<file path="config.mk">
export PLATFORM = sky130hd
export DESIGN_NAME = pcc_clock_align_cfg
export DESIGN_NICKNAME = d
export VERILOG_FILES = /design/src/pcc_pkg.sv /design/src/pcc_clock_align_cfg.sv
export SDC_FILE = /design/constraint.sdc
export NUM_CORES = 1
export LEC_CHECK = 0
export BUFFER_PORTS_ARGS = -buffer_cell sky130_fd_sc_hd__buf_4
export CAP_MARGIN = 20
export CELL_PAD_IN_SITES_DETAIL_PLACEMENT = 1
export CELL_PAD_IN_SITES_GLOBAL_PLACEMENT = 1
export CORE_MARGIN = 2
export CORE_UTILIZATION = 40
export CTS_CLUSTER_DIAMETER = 120
export DETAILED_ROUTE_END_ITERATION = 7
export PLACE_DENSITY = 0.87
export SYNTH_ARGS = -nofsm -noshare
export SYNTH_HDL_FRONTEND = slang
export SYNTH_SLANG_ARGS = --single-unit
</file>
<file path="constraint.sdc">
create_clock -name sys_clk_i -period 3.35 [get_ports sys_clk_i]
set_clock_uncertainty 0.1 [all_clocks]
set_input_delay 0 -clock sys_clk_i [delete_from_list [all_inputs] [get_ports sys_clk_i]]
set_output_delay 0 -clock sys_clk_i [all_outputs]
set_load 0.01 [all_outputs]
</file>
<file path="src/pcc_pkg.sv">
// Package for the modulator clock, alignment and concatenation configuration block.
// Assumes a single bus clock; register byte addresses sit on a 32-bit Avalon-MM slave.
package pcc_pkg;
	localparam int NUM_CHAN = 6;
	localparam int ADDR_W = 8;
	localparam int DATA_W = 32;
	localparam int PRE_W = 3;
	localparam int SCALE_W = 8;
	localparam int DIV_W = 7;
	localparam int SCNT_W = 9;
	localparam logic [ADDR_W-1:0] OFF_CLK_SEL = 8'h00;
	localparam logic [ADDR_W-1:0] OFF_PRESCALE = 8'h04;
	localparam logic [ADDR_W-1:0] OFF_ALIGN = 8'h08;
	localparam logic [ADDR_W-1:0] OFF_CONTROL = 8'h0c;
	localparam logic [ADDR_W-1:0] OFF_SCALE_A = 8'h10;
	localparam logic [ADDR_W-1:0] OFF_SCALE_B = 8'h14;
	localparam int PRE_A_LSB = 0;
	localparam int PRE_B_LSB = 4;
	localparam int JOIN_LO_BIT = 4;
	localparam int JOIN_MID_BIT = 5;
	localparam int JOIN_HI_BIT = 6;
	localparam logic [7:0] CLK_SEL_MASK = 8'h3f;
	localparam logic [7:0] PRESCALE_MASK = 8'h77;
	localparam logic [7:0] ALIGN_MASK = 8'h3f;
	localparam logic [7:0] CONTROL_MASK = 8'h70;
	localparam logic [7:0] REG_RESET = 8'h00;
	localparam logic [5:0] CHAN_USES_B = 6'h0c;
	localparam logic [DATA_W-1:0] UNMAPPED_READ = 32'h0000_0000;
	localparam logic [SCNT_W-1:0] SCALE_ZERO_FULL = 9'h100;
	localparam logic [SCNT_W-1:0] SCNT_ONE = 9'h001;
	localparam logic [DIV_W-1:0] DIV_ONE = 7'h01;
	localparam logic [DIV_W-1:0] DIV_ALL_ONES = 7'h7f;
endpackage : pcc_pkg

</file>
<file path="src/pcc_clock_align_cfg.sv">
// Clock source selection, prescalers, scalers, alignment and pair joining for six channels.
// Assumes an Avalon-MM master on sys_clk_i; channel counters consume the outputs.
//
// What this block does
// - Channels 0, 1, 4 and 5 take prescaled clock A when their select bit is 0 and scaled A when 1.
// - Channels 2 and 3 take prescaled clock B when their select bit is 0 and scaled B when 1.
// - The six select bits can be read and written at any time and a write is stalled for one wait cycle only.
// - Clock B is the bus clock divided by two to the power of its 3-bit select.
// - Clock A is the bus clock divided by two to the power of its 3-bit select.
// - The prescale register holds independent A and B select fields, writable at any time.
// - Select and prescale changes act at once with no period resynchronisation.
// - A set alignment bit makes its channel center aligned and a clear bit left aligned.
// - Three control bits join channel pairs 0-1, 2-3 and 4-5 into 16-bit channels.
// - In a joined pair the even channel holds the high bytes and the odd one the low bytes.
// - In a joined pair the odd channel's select and alignment govern and its pin carries output.
// - Each scaled clock is its prescaled clock divided by twice the scale, zero meaning 256.
//
// Added by the designer: the placing of the registers and register access over Avalon-MM.
`timescale 1ns/1ps
module pcc_clock_align_cfg (
	input wire logic sys_clk_i,
	input wire logic reset_i,
	input wire logic [pcc_pkg::ADDR_W-1:0] avs_address_i,
	input wire logic avs_read_i,
	input wire logic avs_write_i,
	input wire logic [pcc_pkg::DATA_W-1:0] avs_writedata_i,
	input wire logic [3:0] avs_byteenable_i,
	output logic [pcc_pkg::DATA_W-1:0] avs_readdata_o,
	output logic avs_waitrequest_o,
	output logic [pcc_pkg::NUM_CHAN-1:0] chan_clk_en_o,
	output logic [pcc_pkg::NUM_CHAN-1:0] center_align_en_o,
	output logic [pcc_pkg::NUM_CHAN-1:0] chan_out_active_o,
	output logic [2:0] pair_join_o,
	output logic clock_a_en_o,
	output logic clock_b_en_o,
	output logic scaled_a_clk_o,
	output logic scaled_b_clk_o
);
	import pcc_pkg::*;

	typedef struct packed {
		logic [7:0] clk_sel;
		logic [7:0] prescale;
		logic [7:0] align;
		logic [7:0] control;
		logic [SCALE_W-1:0] scale_a_value;
		logic [SCALE_W-1:0] scale_b_value;
		logic [DIV_W-1:0] div_cnt;
		logic [SCNT_W-1:0] scnt_a;
		logic [SCNT_W-1:0] scnt_b;
		logic scaled_a_en;
		logic scaled_b_en;
		logic scaled_a_clk;
		logic scaled_b_clk;
		logic [DIV_W-1:0] div_prev;
		logic ack;
		logic [DATA_W-1:0] rdata;
		logic [NUM_CHAN-1:0] chan_en;
	} pcc_state_t;

	pcc_state_t state_reg;
	pcc_state_t state_next;

	logic [PRE_W-1:0] prescale_a_sel;
	logic [PRE_W-1:0] prescale_b_sel;
	logic [DIV_W-1:0] div_inc;
	logic [DIV_W-1:0] rise_bits;
	logic pre_a_en;
	logic pre_b_en;
	logic wr_lane0;

	function automatic logic [SCNT_W-1:0] reload(input logic [SCALE_W-1:0] v);
		reload = (v == '0) ? SCALE_ZERO_FULL : {1'b0, v};
	endfunction : reload

	// A prescaled enable fires when bit (sel-1) of the shared counter wraps to zero,
	// so every A and B edge lines up with one common count.
	function automatic logic pre_tick(input logic [PRE_W-1:0] sel,
		input logic [DIV_W-1:0] falls);
		if (sel == '0) begin
			pre_tick = 1'b1;
		end else begin
			pre_tick = falls[sel - 3'd1];
		end
	endfunction : pre_tick

	always_comb begin
		prescale_a_sel = state_reg.prescale[PRE_A_LSB +: PRE_W];
		prescale_b_sel = state_reg.prescale[PRE_B_LSB +: PRE_W];
		div_inc = state_reg.div_cnt + DIV_ONE;
		// A bit falling from 1 to 0 marks one full period of its power of two.
		rise_bits = state_reg.div_prev & ~state_reg.div_cnt;
		pre_a_en = pre_tick(prescale_a_sel, rise_bits);
		pre_b_en = pre_tick(prescale_b_sel, rise_bits);
		// A write lands only at the edge where waitrequest is low, as the master expects.
		wr_lane0 = avs_write_i && avs_byteenable_i[0] && state_reg.ack;
		state_next = state_reg;
		state_next.div_cnt = div_inc;
		state_next.div_prev = state_reg.div_cnt;
		state_next.scaled_a_en = 1'b0;
		state_next.scaled_b_en = 1'b0;
		// Scaled clocks toggle each time the scale count expires, which gives the factor of two.
		if (pre_a_en) begin
			if (state_reg.scnt_a == SCNT_ONE) begin
				state_next.scnt_a = reload(state_reg.scale_a_value);
				state_next.scaled_a_clk = ~state_reg.scaled_a_clk;
				// Only the rising toggle clocks a channel, so a channel sees one tick per full period.
				state_next.scaled_a_en = ~state_reg.scaled_a_clk;
			end else begin
				state_next.scnt_a = state_reg.scnt_a - SCNT_ONE;
			end
		end
		if (pre_b_en) begin
			if (state_reg.scnt_b == SCNT_ONE) begin
				state_next.scnt_b = reload(state_reg.scale_b_value);
				state_next.scaled_b_clk = ~state_reg.scaled_b_clk;
				state_next.scaled_b_en = ~state_reg.scaled_b_clk;
			end else begin
				state_next.scnt_b = state_reg.scnt_b - SCNT_ONE;
			end
		end
		state_next.ack = 1'b0;
		state_next.rdata = UNMAPPED_READ;
		if ((avs_read_i || avs_write_i) && !state_reg.ack) begin
			state_next.ack = 1'b1;
			if (avs_address_i == OFF_CLK_SEL) begin
				state_next.rdata = {24'h000000, state_reg.clk_sel};
			end else if (avs_address_i == OFF_PRESCALE) begin
				state_next.rdata = {24'h000000, state_reg.prescale};
			end else if (avs_address_i == OFF_ALIGN) begin
				state_next.rdata = {24'h000000, state_reg.align};
			end else if (avs_address_i == OFF_CONTROL) begin
				state_next.rdata = {24'h000000, state_reg.control};
			end else if (avs_address_i == OFF_SCALE_A) begin
				state_next.rdata = {24'h000000, state_reg.scale_a_value};
			end else if (avs_address_i == OFF_SCALE_B) begin
				state_next.rdata = {24'h000000, state_reg.scale_b_value};
			end
		end
		if (wr_lane0) begin
			if (avs_address_i == OFF_CLK_SEL) begin
				state_next.clk_sel = avs_writedata_i[7:0] & CLK_SEL_MASK;
			end else if (avs_address_i == OFF_PRESCALE) begin
				state_next.prescale = avs_writedata_i[7:0] & PRESCALE_MASK;
			end else if (avs_address_i == OFF_ALIGN) begin
				state_next.align = avs_writedata_i[7:0] & ALIGN_MASK;
			end else if (avs_address_i == OFF_CONTROL) begin
				state_next.control = avs_writedata_i[7:0] & CONTROL_MASK;
			end else if (avs_address_i == OFF_SCALE_A) begin
				// A write reloads the scale counter at once.
				state_next.scale_a_value = avs_writedata_i[7:0];
				state_next.scnt_a = reload(avs_writedata_i[7:0]);
			end else if (avs_address_i == OFF_SCALE_B) begin
				state_next.scale_b_value = avs_writedata_i[7:0];
				state_next.scnt_b = reload(avs_writedata_i[7:0]);
			end
		end
		// Channel clock mux; the select is live, so a change may cut one pulse short.
		for (int i = 0; i < NUM_CHAN; i++) begin
			if (CHAN_USES_B[i]) begin
				state_next.chan_en[i] = state_reg.clk_sel[i] ? state_next.scaled_b_en
					: pre_b_en;
			end else begin
				state_next.chan_en[i] = state_reg.clk_sel[i] ? state_next.scaled_a_en
					: pre_a_en;
			end
		end
	end

	always_ff @(posedge sys_clk_i) begin
		if (reset_i) begin
			state_reg <= '0;
			state_reg.scnt_a <= SCALE_ZERO_FULL;
			state_reg.scnt_b <= SCALE_ZERO_FULL;
		end else begin
			state_reg <= state_next;
		end
	end

	// Alignment changes are not guarded; the channel is expected to be stopped first.
	always_comb begin
		avs_waitrequest_o = (avs_read_i || avs_write_i) && !state_reg.ack;
		avs_readdata_o = state_reg.rdata;
		chan_clk_en_o = state_reg.chan_en;
		pair_join_o = {state_reg.control[JOIN_HI_BIT], state_reg.control[JOIN_MID_BIT],
			state_reg.control[JOIN_LO_BIT]};
		center_align_en_o = state_reg.align[NUM_CHAN-1:0];
		chan_out_active_o = '1;
		// The odd channel's settings govern a joined pair; the even pin goes idle.
		for (int p = 0; p < NUM_CHAN / 2; p++) begin
			if (pair_join_o[p]) begin
				chan_clk_en_o[2*p] = state_reg.chan_en[2*p+1];
				center_align_en_o[2*p] = state_reg.align[2*p+1];
				chan_out_active_o[2*p] = 1'b0;
			end
		end
		clock_a_en_o = pre_a_en;
		clock_b_en_o = pre_b_en;
		scaled_a_clk_o = state_reg.scaled_a_clk;
		scaled_b_clk_o = state_reg.scaled_b_clk;
	end
endmodule : pcc_clock_align_cfg

</file>
==> results.json <==
{
  "grt_pass1_wl_mm": 22.5,
  "largest_reg_flops": 54,
  "crit_path_max_fanout": 23,
  "crit_family": "compound AO/OA/AOI/OAI gates",
  "first_pass_iters": 5,
  "clkSinkCount": 86,
  "setup_viol": 0,
  "globalplace.congestion": 0.883,
  "synthDistinctLibCells": 65,
  "tns_ns": 0,
  "detailedRoute.firstIterationViolations": 337,
  "seq_area_frac_synth_pct": 37.1,
  "synth_cell_area_mm2": 0.00464,
  "area_growth_pct": 13.4,
  "finalCriticalPeriod_ns": 3.15,
  "antenna_cells_inserted": 0,
  "synth-edff-count": 0,
  "peakVddDrop_uv": 311,
  "ys_seq_elements": 86,
  "endpoint_kind": "register",
  "report.final.slew_viol_count": 0,
  "coreArea_mm2": 0.0114,
  "remaining_drc_errors": 0,
  "worstSkewPairLatency_ns": 0.35,
  "max_freq_ghz": 0.318,
  "yosysWarningCount": 0,
  "synthTopCellsByCount": "86 x dfxtp_1, 60 x nand2_1, 60 x nor2_1, 44 x buf_4, 38 x a21oi_1",
  "viasPerCell": 5.70,
  "cts_made_buffers": 9,
  "top_level_ports": 106,
  "fp.dieArea_mm2": 0.0125,
  "cpPeakStageDelay_ns": 0.82,
  "final.period_utilization_pct": 93.9,
  "portBuffers": 51,
  "p_leak_uw": 0.00209,
  "ys_async_sr_fraction_pct": 0,
  "critical-path-slowest-cell": "a32o_1",
  "min-delay-path-class": "primary input to register",
  "die-height_um": 112,
  "routed_wl_mm": 13.9,
  "cts_setup_buffers": 0,
  "nets": 648,
  "clockRootBuffer": "clkbuf_16",
  "worst_pin_slew_ns": 0.904,
  "timing_worst_setup_path_type": "register to register",
  "run_status": "finished clean",
  "die_w_um": 112,
  "finalHoldViolations": 0,
  "starting_density_pct": 40.8,
  "ant_nets": 0,
  "synthTopCellsByArea": "dfxtp_1 37%, buf_4 7.1%, mux2i_1 5.0%",
  "grt_setup_unrepaired": "no",
  "clock_tree.htree_level_count": 3,
  "yosysMostFrequentCell": "dfxtp_1",
  "final_layout_size_suffix_gt1_share_pct": 15.6,
  "synth-main-ff-cell": "dfxtp_1",
  "cts_tree": "yes",
  "synth_largest_type_area_fraction_pct": 37.1,
  "cts.hold.buffers_added": 9,
  "largest_net_degree_at_the_start_of_global_routing": 44,
  "via_count": 4209,
  "placementRows": 39,
  "cp_data_required_time_ns": 3.49,
  "power_density_mw_per_mm2": 506,
  "place_hpwl_mm": 9.66,
  "ctsResizeCount": 0,
  "netlist.top_cell.by_area": "dfxtp_1",
  "synth.avg_cell_area_um2": 8.21,
  "slew_headroom_pct": 39.7,
  "max-cap-violations": 0,
  "clock_tree_buffer_depth": 2,
  "crit_path_cell_trace": "inv_1 > ha_1 > or3_1 > a211oi_1 > a32o_1 > o21ai_0 > a211o_1",
  "detail_route.wl_per_cell_um": 18.8,
  "initial_antenna_violation_count": 0,
  "via_count_of_the_first_global_routing_pass": 4329,
  "worst_ep_arrival_time_ns": 3.28,
  "post-layout-total-power_uw": 2660,
  "crit_buf_inv": 1,
  "synth_cells": 565,
  "sum_of_overflow_across_all_layers_after_global_routing": 0,
  "start_kind": "register",
  "worst_setup_hold_path_clk_slew_ns": 0.07,
  "grt.total_usage_pct": 22.5
}
-- layout by cell type, fill, tap and decap left out, drive strengths merged, types with 9 or more instances in the layout --
cell	instances
dfxtp	86
nand2	61
nor2	60
buf	54
a21oi	38
conb	27
o21ai	27
mux2i	23
inv	23
nand3	17
a211oi	16
nor4	12
nor2b	11
nor3	10
clkbuf	10
ha	9
dlygate4sd3	9
mux2	9
-- per-stage QoR --
step	cell area, µm²	cells	worst slack [ns]	util [%]	hold slack, ns
CTS	5260	739	0.277	46.3	0.000248
floorplan	4730	590	0.918	-	0.00862
finish	5260	739	0.203	46.3	0.00522
global placement	4860	714	0.492	42.7	0.191
global route	5260	739	0.0216	46.3	0.0271
detailed placement	4860	714	0.387	42.7	0.210
-- worst reg2reg max path: stages, from the launching register on --
cell and delay (ns):
dfxtp_1 0.52, inv_1 0.12, ha_1 0.25, or3_1 0.35
a211oi_1 0.29, a32o_1 0.82, o21ai_0 0.25, a211o_1 0.33
-- where the power goes --
part / switching, µW / total (µW) / internal (µW)
Sequential: 69.1 / 1150 / 1080
Combinational: 240 / 447 / 207
Clock: 453 / 1060 / 611
Total: 762 / 2660 / 1900
-- worst paths after layout --
check	from	to	slack, ns	cells after the start
worst max-delay path	prescale_b_sel[0]	state_reg[58]	0.20	7
worst min-delay path	avs_address_i[4]	avs_readdata_o[7]	0.005	3
worst max register to register	prescale_b_sel[0]	state_reg[58]	0.20	7
worst min register to register	state_reg[117]	state_reg[2]	0.37	1
-- layout make-up --
cell class	count	area (µm²)
Clock buffer	10	239
Timing Repair Buffer	63	495
Sequential cell	86	1720
Multi-Input combinational cell	411	2480
Clock inverter	6	75.1
Fill cell	1353	6110
Inverter	20	75.1
Tap cell	143	179
-- kinds of logic (layout without fill, tap and decap cells) --
| family | after synthesis | after routing | synth area share, % |
|---|---|---|---|
| DFF | 86 | 86 | 37.1 |
| buffers and inverters | 93 | 99 | 11.5 |
| other | 2 | 27 | 0.162 |
| adders and majority gates | 9 | 9 | 2.43 |
| AOI/OAI and AO/OA | 119 | 119 | 16.6 |
| and+or+nand+nor | 216 | 216 | 23.5 |
| xor gates and xnor gates | 8 | 8 | 1.51 |
| muxes | 32 | 32 | 7.23 |
-- metal layers --
layer,vias to the layer above,wire length (µm),GRT usage [%]
met1,2067,5930,27.4
met3,30,641,3.21
met4,0,388,9.63
li1,1966,-,-
met5,-,0,0
met2,146,6950,39.5
No activity file was read; power rests on OpenSTA's default activity.
